## src/common/gpio_pkg.sv

```systemverilog
// Contract
// - Each pin independently set to any input, output or alternate mode.
// - Each external interrupt line is fed by at most one selected pin.
// - A pin only feeds the interrupt line with its own bit index.
// - Alternate function signals can be rerouted to a second source per pin.
// - A key write sequence freezes selected pin configuration until reset.
// - After reset pins are floating inputs, chosen pins alternate function.
// - Input mode: driver off, pull selectable, no alternate output, no analog.
// - Pin level sampled every clock into input data; read returns it.
// - General output mode: pulls off, Schmitt on, input still sampled.
// - Push-pull output: output data read returns last written value.
// - Alternate mode: driver on, Schmitt on, peripheral lines connected.
// - Alternate mode: output data does not drive; input still sampled.
// - Alternate open-drain reads pin state; push-pull reads output data.
// - Driver source per pin: output data or peripheral signal.
// - Digital input passes the Schmitt stage; analog taps ahead of it.
// - Analog mode: driver, Schmitt, pulls off; input data bit reads zero.
`default_nettype none
package gpio_pkg;
   localparam int MAX_PINS = 8;
   localparam int ADDR_W = 8;
   localparam int DATA_W = 32;
   localparam int CFG_W = 4;
   localparam int EXT_SEL_W = 2;
   // ----------------------------------------
   // Register offsets
   // ----------------------------------------
   localparam logic [7:0] CFG_OFS = 8'h00;
   localparam logic [7:0] IDR_OFS = 8'h08;
   localparam logic [7:0] ODR_OFS = 8'h0C;
   localparam logic [7:0] LOCK_OFS = 8'h18;
   localparam logic [7:0] EXT_OFS = 8'h20;
   localparam logic [7:0] REMAP_OFS = 8'h24;
   localparam int LOCK_KEY_BIT = 16;
   // ----------------------------------------
   // Pin configuration fields
   // ----------------------------------------
   localparam int MODE_LSB = 0;
   localparam int CNF_LSB = 2;
   localparam logic [1:0] MODE_IN = 2'h0;
   localparam logic [1:0] CNF_ANALOG = 2'h0;
   localparam logic [1:0] CNF_FLOAT = 2'h1;
   localparam logic [1:0] CNF_PULL = 2'h2;
   localparam logic [3:0] CFG_FLOAT_IN = 4'h4;
   localparam logic [3:0] CFG_AF_PP = 4'hA;
   localparam logic [1:0] EXT_NONE = 2'h3;
   typedef struct packed {
      logic [ADDR_W-1:0] addr;
      logic [DATA_W-1:0] wdata;
      logic wr;
      logic rd;
   } bus_req_t;
   typedef struct packed {
      logic drive;
      logic oe_n;
      logic pull_up;
      logic pull_down;
      logic schmitt;
      logic analog;
   } pad_t;
   typedef enum logic [2:0] {
      LK_IDLE = 3'b001,
      LK_ARMED = 3'b010,
      LK_CONFIRM = 3'b100
   } lock_state_t;
endpackage
`default_nettype wire

```

## src/logic/gpio_port.sv

```systemverilog
`timescale 1ns/10ps
`default_nettype none
module gpio_port
#(
   parameter int NUM_PINS = 8,
   parameter logic [1:0] PORT_ID = 2'h0,
   parameter logic [7:0] AF_RESET_MASK = 8'h00
)
(
   // Clock and reset
   input wire logic clock,
   input wire logic rst_n,
   // Register port
   input wire gpio_pkg::bus_req_t bus_req,
   output var logic [31:0] rdata,
   // Pins
   input wire logic [NUM_PINS-1:0] pin_in,
   output var gpio_pkg::pad_t [NUM_PINS-1:0] pad,
   // Peripheral side
   input wire logic [NUM_PINS-1:0] af_out_dflt,
   input wire logic [NUM_PINS-1:0] af_out_remap,
   output var logic [NUM_PINS-1:0] af_in,
   // Interrupt lines
   output var logic [NUM_PINS-1:0] external_interrupt_line
);
   localparam int CFG_BITS = NUM_PINS * gpio_pkg::CFG_W;
   localparam int EXT_BITS = NUM_PINS * gpio_pkg::EXT_SEL_W;

   // ----------------------------------------
   // Parameter check
   // ----------------------------------------
   if (NUM_PINS < 1 || NUM_PINS > gpio_pkg::MAX_PINS)
   begin : g_bad_pins
      $error("NUM_PINS must be 1 to 8");
   end

   // ----------------------------------------
   // State
   // ----------------------------------------
   logic [CFG_BITS-1:0] cfg_reg;
   logic [NUM_PINS-1:0] odr_reg;
   logic [NUM_PINS-1:0] idr_reg;
   logic [NUM_PINS-1:0] locked_reg;
   logic [NUM_PINS-1:0] lock_mask_reg;
   logic [NUM_PINS-1:0] remap_reg;
   logic [EXT_BITS-1:0] ext_sel_reg;
   gpio_pkg::lock_state_t lock_state_reg;
   gpio_pkg::lock_state_t lock_state_next;
   logic [NUM_PINS-1:0] lock_mask_next;
   logic [NUM_PINS-1:0] locked_next;
   logic [31:0] rdata_next;

   logic [NUM_PINS-1:0] pin_sync;
   logic [NUM_PINS-1:0] in_en;
   logic [NUM_PINS-1:0] analog_en;
   gpio_pkg::pad_t [NUM_PINS-1:0] pad_next;

   // ----------------------------------------
   // Address decode
   // ----------------------------------------
   wire hit_cfg = (bus_req.addr == gpio_pkg::CFG_OFS);
   wire hit_idr = (bus_req.addr == gpio_pkg::IDR_OFS);
   wire hit_odr = (bus_req.addr == gpio_pkg::ODR_OFS);
   wire hit_lock = (bus_req.addr == gpio_pkg::LOCK_OFS);
   wire hit_ext = (bus_req.addr == gpio_pkg::EXT_OFS);
   wire hit_remap = (bus_req.addr == gpio_pkg::REMAP_OFS);
   wire wr_cfg = bus_req.wr && hit_cfg;
   wire wr_odr = bus_req.wr && hit_odr;
   wire wr_lock = bus_req.wr && hit_lock;
   wire wr_ext = bus_req.wr && hit_ext;
   wire wr_remap = bus_req.wr && hit_remap;
   wire lock_key = bus_req.wdata[gpio_pkg::LOCK_KEY_BIT];
   wire [NUM_PINS-1:0] lock_mask_in = bus_req.wdata[NUM_PINS-1:0];
   wire lock_same = (lock_mask_in == lock_mask_reg);

   // ----------------------------------------
   // Pin input synchroniser
   // ----------------------------------------
   sync_bits #(
      .WIDTH(NUM_PINS)
   ) u_sync (
      .clock(clock),
      .rst_n(rst_n),
      .async_in(pin_in),
      .sync_out(pin_sync)
   );

   // ----------------------------------------
   // Per-pin configuration and pad control
   // ----------------------------------------
   for (genvar i = 0; i < NUM_PINS; i++)
   begin : g_pin
      localparam logic [3:0] CFG_RST = AF_RESET_MASK[i] ?
         gpio_pkg::CFG_AF_PP : gpio_pkg::CFG_FLOAT_IN;
      wire [3:0] cfg_wr = bus_req.wdata[i*4 +: 4];
      wire [1:0] ext_sel = ext_sel_reg[i*2 +: 2];
      wire cfg_we = wr_cfg && !locked_reg[i];
      wire remap_we = wr_remap && !locked_reg[i];

      // Locked pins ignore configuration writes
      always_ff @(posedge clock or negedge rst_n)
      begin
         if (!rst_n)
         begin
            cfg_reg[i*4 +: 4] <= CFG_RST;
         end
         else if (cfg_we)
         begin
            cfg_reg[i*4 +: 4] <= cfg_wr;
         end
      end

      // A remap write sets the source of every unlocked pin at once
      always_ff @(posedge clock or negedge rst_n)
      begin
         if (!rst_n)
         begin
            remap_reg[i] <= 1'b0;
         end
         else if (remap_we)
         begin
            remap_reg[i] <= bus_req.wdata[i];
         end
      end

      pin_cell u_cell (
         .cfg(cfg_reg[i*4 +: 4]),
         .odr(odr_reg[i]),
         .remap(remap_reg[i]),
         .af_dflt(af_out_dflt[i]),
         .af_remap(af_out_remap[i]),
         .pad(pad_next[i]),
         .in_en(in_en[i])
      );

      assign analog_en[i] = pad_next[i].analog;

      // Line i may only take bit i of whichever port is selected
      always_ff @(posedge clock or negedge rst_n)
      begin
         if (!rst_n)
         begin
            external_interrupt_line[i] <= 1'b0;
         end
         else
         begin
            external_interrupt_line[i] <= (ext_sel == PORT_ID) &&
               idr_reg[i];
         end
      end
   end

   // ----------------------------------------
   // Pad and input data registers
   // ----------------------------------------
   // Registered pad controls keep mode changes free of decode glitches
   always_ff @(posedge clock or negedge rst_n)
   begin
      if (!rst_n)
      begin
         for (int k = 0; k < NUM_PINS; k++)
         begin
            pad[k] <= '{drive: 1'b0, oe_n: 1'b1, pull_up: 1'b0,
               pull_down: 1'b0, schmitt: 1'b1, analog: 1'b0};
         end
      end
      else
      begin
         pad <= pad_next;
      end
   end

   always_ff @(posedge clock or negedge rst_n)
   begin
      if (!rst_n)
      begin
         idr_reg <= '0;
      end
      else
      begin
         idr_reg <= pin_sync & ~analog_en;
      end
   end

   // Peripheral input path shares the sampled, Schmitt-side level
   always_ff @(posedge clock or negedge rst_n)
   begin
      if (!rst_n)
      begin
         af_in <= '0;
      end
      else
      begin
         af_in <= pin_sync & in_en;
      end
   end

   // ----------------------------------------
   // Output data, routing select
   // ----------------------------------------
   // Output data stays writable after lock; it is data, not configuration
   always_ff @(posedge clock or negedge rst_n)
   begin
      if (!rst_n)
      begin
         odr_reg <= '0;
      end
      else if (wr_odr)
      begin
         odr_reg <= bus_req.wdata[NUM_PINS-1:0];
      end
   end

   always_ff @(posedge clock or negedge rst_n)
   begin
      if (!rst_n)
      begin
         ext_sel_reg <= {NUM_PINS{gpio_pkg::EXT_NONE}};
      end
      else if (wr_ext)
      begin
         ext_sel_reg <= bus_req.wdata[EXT_BITS-1:0];
      end
   end

   // ----------------------------------------
   // Lock key sequence
   // ----------------------------------------
   // Key 1, key 0, key 1 with the same mask; any deviation restarts
   always_comb
   begin
      lock_state_next = lock_state_reg;
      lock_mask_next = lock_mask_reg;
      locked_next = locked_reg;
      if (wr_lock)
      begin
         case (lock_state_reg)
            gpio_pkg::LK_IDLE:
            begin
               if (lock_key)
               begin
                  lock_state_next = gpio_pkg::LK_ARMED;
                  lock_mask_next = lock_mask_in;
               end
            end
            gpio_pkg::LK_ARMED:
            begin
               lock_state_next = (!lock_key && lock_same) ?
                  gpio_pkg::LK_CONFIRM : gpio_pkg::LK_IDLE;
            end
            gpio_pkg::LK_CONFIRM:
            begin
               lock_state_next = gpio_pkg::LK_IDLE;
               if (lock_key && lock_same)
               begin
                  locked_next = locked_reg | lock_mask_reg;
               end
            end
            default:
            begin
               lock_state_next = gpio_pkg::LK_IDLE;
            end
         endcase
      end
   end

   // Lock flags only ever set; reset is the sole way back
   always_ff @(posedge clock or negedge rst_n)
   begin
      if (!rst_n)
      begin
         lock_state_reg <= gpio_pkg::LK_IDLE;
         lock_mask_reg <= '0;
         locked_reg <= '0;
      end
      else
      begin
         lock_state_reg <= lock_state_next;
         lock_mask_reg <= lock_mask_next;
         locked_reg <= locked_next;
      end
   end

   // ----------------------------------------
   // Read path
   // ----------------------------------------
   // Unmapped offsets read as zero rather than aliasing a register
   wire [31:0] rd_cfg = 32'(cfg_reg);
   wire [31:0] rd_idr = 32'(idr_reg);
   wire [31:0] rd_odr = 32'(odr_reg);
   wire [31:0] rd_lock = {15'h0000, |locked_reg, 16'(locked_reg)};
   wire [31:0] rd_ext = 32'(ext_sel_reg);
   wire [31:0] rd_remap = 32'(remap_reg);

   always_comb
   begin
      rdata_next = 32'h0000_0000;
      if (bus_req.rd)
      begin
         if (hit_cfg)
         begin
            rdata_next = rd_cfg;
         end
         else if (hit_idr)
         begin
            rdata_next = rd_idr;
         end
         else if (hit_odr)
         begin
            rdata_next = rd_odr;
         end
         else if (hit_lock)
         begin
            rdata_next = rd_lock;
         end
         else if (hit_ext)
         begin
            rdata_next = rd_ext;
         end
         else if (hit_remap)
         begin
            rdata_next = rd_remap;
         end
      end
   end

   // Read data is valid only in the cycle after the strobe
   always_ff @(posedge clock or negedge rst_n)
   begin
      if (!rst_n)
      begin
         rdata <= 32'h0000_0000;
      end
      else
      begin
         rdata <= rdata_next;
      end
   end
endmodule
`default_nettype wire

```

## src/logic/sync_bits.sv

```systemverilog
`timescale 1ns/10ps
`default_nettype none
module sync_bits
#(
   parameter int WIDTH = 8
)
(
   // Clock and reset
   input wire logic clock,
   input wire logic rst_n,
   // Data
   input wire logic [WIDTH-1:0] async_in,
   output var logic [WIDTH-1:0] sync_out
);
   logic [WIDTH-1:0] meta_reg;

   // First stage is read only by the second stage
   always_ff @(posedge clock or negedge rst_n)
   begin
      if (!rst_n)
      begin
         meta_reg <= '0;
         sync_out <= '0;
      end
      else
      begin
         meta_reg <= async_in;
         sync_out <= meta_reg;
      end
   end
endmodule
`default_nettype wire

```

## src/logic/pin_cell.sv

```systemverilog
`timescale 1ns/10ps
`default_nettype none
module pin_cell
(
   // Configuration
   input wire logic [3:0] cfg,
   input wire logic odr,
   input wire logic remap,
   // Peripheral drive sources
   input wire logic af_dflt,
   input wire logic af_remap,
   // Pad control and input gating
   output var gpio_pkg::pad_t pad,
   output logic in_en
);
   wire [1:0] mode = cfg[gpio_pkg::MODE_LSB +: 2];
   wire [1:0] cnf = cfg[gpio_pkg::CNF_LSB +: 2];
   wire is_in = (mode == gpio_pkg::MODE_IN);
   wire is_analog = is_in && (cnf == gpio_pkg::CNF_ANALOG);
   wire is_pull = is_in && (cnf == gpio_pkg::CNF_PULL);
   wire is_af = !is_in && cnf[1];
   wire is_od = !is_in && cnf[0];
   wire af_src = remap ? af_remap : af_dflt;
   wire src = is_af ? af_src : odr;

   // Open-drain only enables the driver while pulling low
   assign pad.drive = src;
   assign pad.oe_n = is_in || (is_od && src);
   assign pad.pull_up = is_pull && odr;
   assign pad.pull_down = is_pull && !odr;
   assign pad.schmitt = !is_analog;
   assign pad.analog = is_analog;
   // Peripherals see the pin in input and alternate modes only
   assign in_en = !is_analog && (is_in || is_af);
endmodule
`default_nettype wire

```

## config.mk

```make
export PLATFORM = sky130hd
export DESIGN_NAME = gpio_port
export DESIGN_NICKNAME = d
export VERILOG_FILES = /design/src/common/gpio_pkg.sv /design/src/logic/gpio_port.sv /design/src/logic/sync_bits.sv /design/src/logic/pin_cell.sv
export SDC_FILE = /design/constraint.sdc
export NUM_CORES = 1
export LEC_CHECK = 0
export BUFFER_PORTS_ARGS = -buffer_cell sky130_fd_sc_hd__buf_4
export CORE_AREA = 2 2 112 169
export DETAILED_ROUTE_END_ITERATION = 8
export DIE_AREA = 0 0 114 171
export GPL_TIMING_DRIVEN = 0
export PLACE_DENSITY = 0.68
export SLEW_MARGIN = 20
export SYNTH_ARGS = -nofsm -noshare
export SYNTH_HDL_FRONTEND = slang
export SYNTH_SLANG_ARGS = --single-unit
```

## constraint.sdc

```tcl
create_clock -name clock -period 1.6 [get_ports clock]
set_input_delay 0.08 -clock clock [delete_from_list [all_inputs] [get_ports clock]]
set_output_delay 0.08 -clock clock [all_outputs]
set_load 0.02 [all_outputs]
```

* Word-level counts from Yosys, hierarchy flattened *
Index checks and enable logic that the tools add are counted.

operators by class
  add/subtract/negate cells = 0
  $mul = 0
  div/mod/pow operators = 0
  magnitude comparators = 0
  equal/unequal tests = 18
  shift-type cells = 0
  mux-type cells = 26
  bitwise logic cells = 4
  reduce and logical (&&, ||, !) cells = 173

operators by type and width
  cell                                                  number
  2-to-1 mux 32 bit                                     6
  logical AND 1 bit                                     95
  zero test 2 bit                                       24
  zero test 1 bit                                       33
  AND 8 bit                                             2
  equality test 2 bit (second input constant)           8
  equality test 8 x 4 -> 1 bit (second input constant)  2
  equality test 8 x 6 -> 1 bit (second input constant)  2
  logical OR 1 bit                                      16
  2-to-1 mux 1 bit                                      16
  equality test 8 x 5 -> 1 bit (second input constant)  1
  equality test 8 bit                                   1
  zero test 8 bit                                       1
  2-to-1 mux 8 bit                                      1
  inverter 8 bit                                        1
  OR 8 bit                                              1
  OR reduction 8 bit                                    1
  2-to-1 mux 3 bit                                      2
  one-hot mux 3 bit (2 select lines)                    1
  AND reduction 3 bit                                   2
  equality test 3 x 1 -> 1 bit (second input constant)  1
  equality test 3 x 2 -> 1 bit (second input constant)  1
  equality test 3 bit (second input constant)           1
  inequality test 2 bit (second input constant)         1
  AND reduction 2 bit                                   1

word-level totals
  bits in registers = 203
  bits in latches = 0
  bits in writable memories = 0
  bits in read-only memories = 0
  input bits = 68
  logic and storage cells = 303
  memories kept = 0

* Logic depth before layout (Yosys ltp) *
Gate-level depths: netlist (run 1).

  word-level depth = 8
  mapped depth = 7
  mapped depth without buffers = 4

* Cells and area by module *
Synthesis (run 1) repeated with hierarchy kept, for this count alone.

second synthesis, totals
  cells, all modules = 629
  area, all modules = 8339.2 sq um

modules (own cells, without submodules)
  module     times used  cells an instance  area an instance (sq um)
  gpio_port  1           493                7048.0
  pin_cell   8           15                 111.4
  sync_bits  1           16                 400.4

* Worst setup path after synthesis (run 1) *
OpenSTA, ideal clock, no wires.

  kind = input-to-reg
  from = input bus_req[36] in the netlist's numbering
  to = register lock_mask_reg[0]
  setup time = 0.125 ns
  data arrival time = 1.599 ns
  required time = 1.475 ns
  setup slack = -0.124 ns
  stages = 6
  path buffers = 2
  cell sequence = buf_6 -> nor4b_4 -> nand4_4 -> or3b_1 -> buf_6 -> mux2_4

on the way
  cells in the longest elaborated chain, start to end = 3

RTL lines
  element                        line              text
  from (decl)                    gpio_port.sv:14   input wire gpio_pkg::bus_req_t bus_req,
  equality test 8 x 5 -> 1 bit   gpio_port.sv:64   wire hit_lock = (bus_req.addr == gpio_pkg::LOCK_OFS);
  logical AND 1 bit              gpio_port.sv:69   wire wr_lock = bus_req.wr && hit_lock;
  AND reduction 3 bit (no line)  --
  to (signal assigned)           gpio_port.sv:279  lock_mask_reg <= lock_mask_next;
  to (decl)                      gpio_port.sv:44   logic [NUM_PINS-1:0] lock_mask_reg;

Every way passes these cells.
A chain may end at the register's enable or synchronous reset.

* Final worst setup path (run 1) *
  from = register lock_state_reg[0]
  to = register lock_mask_reg[6]

on the way
  cells in the longest elaborated chain, start to end = 2

RTL lines
  element                        line              text
  from (decl)                    gpio_port.sv:47   gpio_pkg::lock_state_t lock_state_reg;
  from (signal assigned)         gpio_port.sv:272  lock_state_reg <= gpio_pkg::LK_IDLE;
  from (signal assigned)         gpio_port.sv:278  lock_state_reg <= lock_state_next;
  equality test 3 x 1 -> 1 bit   gpio_port.sv:237  case (lock_state_reg)
  AND reduction 3 bit (no line)  --

Every way passes these cells.

==> results of run 1 <==
-- Yosys cell counts (all sizes together) (2+ instances only) --
library cell	count
o21ai	26
nand3	4
a21o	8
buf	7
and3b	2
nor2b	18
a22oi	7
a222oi	5
clkbuf	17
a32o	5
and3	14
o22ai	7
xor2	8
a31oi	2
nor2	31
nor4b	3
nand4	3
a221oi	2
mux2i	8
and2b	2
mux2	75
nor4	13
nor3	10
and2	17
nand2	33
a2bb2oi	5
inv	14
o21a	2
dfrtp	162
nand2b	6
or2	8
dfstp	41
nor3b	8
a22o	8
a21oi	9
o21bai	7
-- metal layers --
metal | vias up | part of all wire, % | track usage, %
li1 | 2651 | - | -
met3 | 46 | 5.2 | 3.082
met5 | - | 0 | 0
met2 | 203 | 54 | 40.37
met1 | 2927 | 37 | 26.43
met4 | 0 | 3.4 | 8.537
-- repair_timing --
action,4_1_cts,5_1_grt
pin swaps,2,4
setup endpoints to repair,85,62
hold buffers,55,0
cloned,1,0
hold endpoints to repair,263,0
buffers inserted,4,5
gates resized for setup,8,16
-- cells by family after synthesis --
| logic type | synth area share (%) |
|---|---|
| compound gates | 8.581 |
| xor+xnor | 0.8770 |
| buf+inv | 2.020 |
| flops | 64.22 |
| mux | 11.95 |
| simple gates | 12.36 |
-- area by class of cell --
type / instances / area (um^2)
buffer: 24 / 116.4
clock buffer: 24 / 556.8
clock inverter: 12 / 131.4
fill: 1501 / 7244
inverter: 14 / 52.55
multi-input combinational: 364 / 2764
sequential: 203 / 5132
tap: 220 / 275.3
timing repair buffer: 227 / 1892
-- stage by stage --
step	hold slack [ps]	setup TNS, ps
2_1_floorplan	-215.6	-966.2
6_report	-50.10	-416.1
5_1_grt	11.76	-651.4
4_1_cts	14.57	-382.8
3_5_place_dp	13.26	-56320
3_3_place_gp	189.8	-186740
-- power by group through the flow --
stage               Combinational, W  Sequential, W  Clock (W)
floorplan                   0.000303        0.00578          0
global placement            0.000971        0.00567          0
detailed placement           0.00101        0.00568          0
CTS                          0.00113        0.00559    0.00494
global route                 0.00123        0.00561    0.00517
finish                       0.00114        0.00559    0.00483
-- worst max-delay path: stages (launching register included) --
cell and delay (ps):
dfstp_2 530, and3_4 170, or3b_4 390, buf_6 160
mux2_4 300
-- cells in the final DEF (no fill, tap or decap), types with 3 or more instances in the layout --
cell           count
a21o_1             8
buf_2              3
inv_1             13
nor3_1            10
xor2_1             7
a22oi_1            7
dlygate4sd3_1     53
o21bai_1           7
a21oi_1            9
buf_4            169
buf_6              3
o21ai_0           21
mux2_2            67
and2_1            17
clkbuf_1          15
nor4_1            10
o21ai_1            5
a2bb2oi_1          5
a32o_1             5
mux2i_1            8
mux2_4             8
nand2_1           33
clkinvlp_4         4
nor2b_1           18
clkbuf_16         21
and3_1            13
or2_1              7
o22ai_1            7
a22o_1             8
dfstp_2           41
clkinv_2           3
nor3b_1            8
clkbuf_2           3
nor2_1            30
dfrtp_1          161
nand2b_1           6
a222oi_1           5
-- final timing paths --
| check | start | to | slack [ps] | cells past startpoint |
|---|---|---|---|---|
| min in group asynchronous | rst_n | u_sync.meta_reg[5] | 70 | 2 |
| hold / removal | af_out_remap[1] | pad[11] | -50 | 3 |
| hold reg to reg | u_sync.meta_reg[7] | u_sync.sync_out[7] | 350 | 0 |
| setup reg to reg | lock_state_reg[0] | lock_mask_reg[6] | -70 | 4 |
| max in group asynchronous | rst_n | ext_sel_reg[1] | 740 | 3 |
| setup / recovery | lock_state_reg[0] | lock_mask_reg[6] | -70 | 4 |
==> impl_metrics.json, run 1 <==
{
  "status": "complete, but fails checks",
  "violations": "hold timing, setup timing",
  "crit_required_ps": 1980,
  "drt_wl_total_mm": 21.34,
  "setup_violations": 8,
  "power_density_nw_per_um2": 1058,
  "drt-wirelength-per-cell_um": 19.61,
  "final_nets": 922,
  "syn_nets": 673,
  "ys.flop_type": "dfrtp_1",
  "ir_worst_vdd_mv": 0.8394,
  "die_w_um": 114,
  "swShare_pct": 23.81,
  "synth_cells": 605,
  "cp_max_fo": 5,
  "power.net_switching_w": 0.002751,
  "dp_hpwl_mm": 14.83,
  "synth_cell_type_count": 52,
  "worst_setup_path_end_kind": "flop",
  "worstSetupPathType": "flop to flop",
  "cts_made_buffers": 20,
  "grt_pass1_wl_mm": 33.28,
  "worst_pin_slew_ps": 736.7,
  "holdWs_ps": -50.10,
  "p_leak_nw": 5.269,
  "placedCellCount": 989,
  "synth_warnings": 0,
  "crit_arrival_ps": 2050,
  "clock-skew-final_ps": 14.22,
  "place_ws_ps": -683.7,
  "drv_slew": 0,
  "hold_path.class": "primary input to flop",
  "finalHoldViolCount": 2,
  "drive_gt1_share_pct": 40.21,
  "synth-seq-area-share_pct": 64.22,
  "coreArea_um2": 18160,
  "cts_tree": "done",
  "place.gp.congestion": 0.9347,
  "design_area_um2": 10920,
  "internal_power_w": 0.008803,
  "vias": 5827,
  "p_seq_share_pct": 48.3,
  "setup_slack_ps": -67.21,
  "initial_core_util_pct": 43.99,
  "combPwrFrac_pct": 9.8,
  "path_clk_slew_ps": 60,
  "instances_no_fill": 1088,
  "grt_pass1_vias": 6104,
  "syn_area_um2": 7990,
  "clk_latency_ps": 500,
  "num_antenna_cells": 0,
  "utilization_pct": 60.12,
  "maxSlewHeadroom_pct": 50.51,
  "yosys.area.top_type": "dfrtp_1",
  "dieHeight_um": 171,
  "drc_errors": 0,
  "max_freq_ghz": 0.5998,
  "cts-root-buf": "clkbuf_16",
  "synth-edff-count": 0,
  "synthTopCellsByArea": "dfrtp_1 (51%), dfstp_2 (13%), mux2_2 (9.4%)",
  "grt.overflow.total": 0,
  "ios": 164,
  "ys_seq_elements": 203,
  "clkPwrFrac_pct": 41.8,
  "place_area_um2": 9554,
  "antenna_left": 0,
  "rows": 61,
  "die_area_um2": 19490,
  "grt_use_total_pct": 22.21,
  "worstSetupStartpointType": "flop",
  "cts.htree.levels": 1,
  "port_buffers": 162,
  "total_power_w": 0.01155,
  "clock_sinks": 203,
  "final.min_clock_period_ps": 1667,
  "first_iter_violations": 383,
  "cap_viol_max_count": 0,
  "clk_path_buf_depth": 3,
  "dr.pass1.iters": 5,
  "synthArstFlopShare_pct": 100.0,
  "largest_register_ffs": 48,
  "post-route-period-util_pct": 104.2,
  "via_per_inst": 5.356,
  "grt_max_degree": 85,
  "syn2layout_area_growth_pct": 36.67,
  "rsz0062_at_grt": "true",
  "syn_avg_cell_area_um2": 13.21,
  "antenna_found_initial": 0,
  "synth_top_area_share_pct": 50.74
}
Note: power is estimated with default switching activity, not from simulation.
==> run 2, diff against run 1 <==
--- a/config.mk
+++ b/config.mk
@@ -11,6 +11,7 @@
 export DIE_AREA = 0 0 114 171
 export GPL_TIMING_DRIVEN = 0
 export PLACE_DENSITY = 0.68
+export SKIP_LAST_GASP = 1
 export SLEW_MARGIN = 20
 export SYNTH_ARGS = -nofsm -noshare
 export SYNTH_HDL_FRONTEND = slang
==> impl_metrics.json, run 2 (synthesis gave the netlist of run 1 again) <==
{
  "cap_viol_max_count": 0,
  "max_freq_ghz": 0.5986,
  "min_from": "af_out_remap[1]",
  "drv_slew": 0,
  "post-route-period-util_pct": 104.4,
  "drive_gt1_share_pct": 40.09,
  "dr.pass1.iters": 5,
  "min_path_cells": 3,
  "cts_tree": "done",
  "utilization_pct": 60.11,
  "antenna_found_initial": 0,
  "die_w_um": 114,
  "fillers": 1501,
  "antenna_left": 0,
  "reg2reg_from": "lock_state_reg[0]",
  "worstSetupPathType": "flop to flop",
  "cts-root-buf": "clkbuf_16",
  "syn2layout_area_growth_pct": 36.66,
  "dp_hpwl_mm": 14.83,
  "cts_made_buffers": 20,
  "maxSlewHeadroom_pct": 51.26,
  "clock_sinks": 203,
  "slowest_delay_ps": 530,
  "grt.overflow.total": 0,
  "hold_path.class": "primary input to flop",
  "grt_pass1_wl_mm": 33.28,
  "clk_latency_ps": 500,
  "drt-wirelength-per-cell_um": 19.65,
  "first_iter_violations": 374,
  "dieHeight_um": 171,
  "cp_max_fo": 5,
  "die_area_um2": 19490,
  "instances_no_fill": 1088,
  "setup_violations": 8,
  "p_leak_nw": 5.266,
  "worstSetupStartpointType": "flop",
  "placedCellCount": 989,
  "status": "complete, but fails checks",
  "grt_pass1_vias": 6104,
  "drt_wl_total_mm": 21.38,
  "final.min_clock_period_ps": 1670,
  "grt_use_total_pct": 22.21,
  "ir_worst_vdd_mv": 0.8393,
  "holdWs_ps": -50.44,
  "final_common_cell": "buf_4",
  "crit_arrival_ps": 2050,
  "reg2reg_depth": 4,
  "place.gp.congestion": 0.9347,
  "via_per_inst": 5.362,
  "crit_slowest_cell": "dfstp_2",
  "crit_chain": "and3_4 > or3b_4 > buf_6 > mux2_4",
  "port_buffers": 162,
  "setup_slack_ps": -70.43,
  "largest_register_ffs": 48,
  "mostFrequentLayoutCells": "buf_4 (169), dfrtp_1 (161), mux2_2 (67)",
  "cts.htree.levels": 1,
  "place_ws_ps": -683.7,
  "worst_setup_path_end_kind": "flop",
  "violations": "hold timing, setup timing",
  "critPathLaunch": "lock_state_reg[0]",
  "rows": 61,
  "grt_max_degree": 85,
  "drc_errors": 0,
  "r2r_end": "lock_mask_reg[6]",
  "total_power_w": 0.01156,
  "vias": 5834,
  "rsz0062_at_grt": "true",
  "crit_required_ps": 1980,
  "path_clk_slew_ps": 70,
  "clock-skew-final_ps": 14.42,
  "power_density_nw_per_um2": 1058,
  "min_to": "pad[11]",
  "finalHoldViolCount": 2,
  "final_nets": 922,
  "coreArea_um2": 18160,
  "clk_path_buf_depth": 3,
  "worst_pin_slew_ps": 725.5,
  "ios": 164,
  "num_antenna_cells": 0,
  "initial_core_util_pct": 43.99,
  "ff2ff_setup_slack_ps": -70
}
[run 2: routing by layer]
layer / global-route usage (%) / routed length [um]
met1: 26.43 / 7947
met2: 40.37 / 11580
met3: 3.082 / 1115
met4: 8.537 / 728
met5: 0 / 0
[run 2: layout make-up]
cell class | instances | area, um^2 | share of cell area [%]
sequential | 203 | 5132 | 47.00
multi-input combinational | 364 | 2764 | 25.31
timing repair buffer | 227 | 1892 | 17.33
clock buffer | 24 | 556.8 | 5.099
tap | 220 | 275.3 | 2.521
clock inverter | 12 | 131.4 | 1.203
buffer | 24 | 115.1 | 1.054
inverter | 14 | 52.55 | 0.4813
[run 2: per-stage QoR]
step	setup TNS [ps]	area (um^2)
6_report	-429.5	10920
5_1_grt	-664.4	10920
4_1_cts	-382.8	10860
3_5_place_dp	-56320	9554
3_3_place_gp	-186740	9492
2_1_floorplan	-966.2	8000
[run 2: worst max-delay path: cells and delay by family (launching register included)]
| family | cells | cell delay (ps) |
|---|---|---|
| and+or+nand+nor | 2 | 560 |
| DFF | 1 | 530 |
| muxes | 1 | 300 |
| buffers and inverters | 1 | 160 |
[run 2: where the power goes]
part,internal (W),switching [W]
Combinational,0.000547,0.000590
Sequential,0.00542,0.000165
Clock,0.00284,0.00200
[run 2: worst max-delay path by stage]
| stage | end | depth (start not counted) |
|---|---|---|
| 4_1_cts | lock_mask_reg[4] | 4 |
| 3_5_place_dp | rdata[14] | 6 |
| 5_1_grt | lock_mask_reg[4] | 4 |
| 3_3_place_gp | af_in[0] | 1 |
| 2_1_floorplan | lock_mask_reg[0] | 6 |
| 6_report | lock_mask_reg[6] | 4 |
[run 2: timing repair]
item	CTS	global route
pin swaps	2	4
buffers inserted	4	5
resized for setup	8	14
endpoints found under the setup margin	85	62
endpoints found under the hold margin	263	0
hold buffers	55	0
cloned	1	0
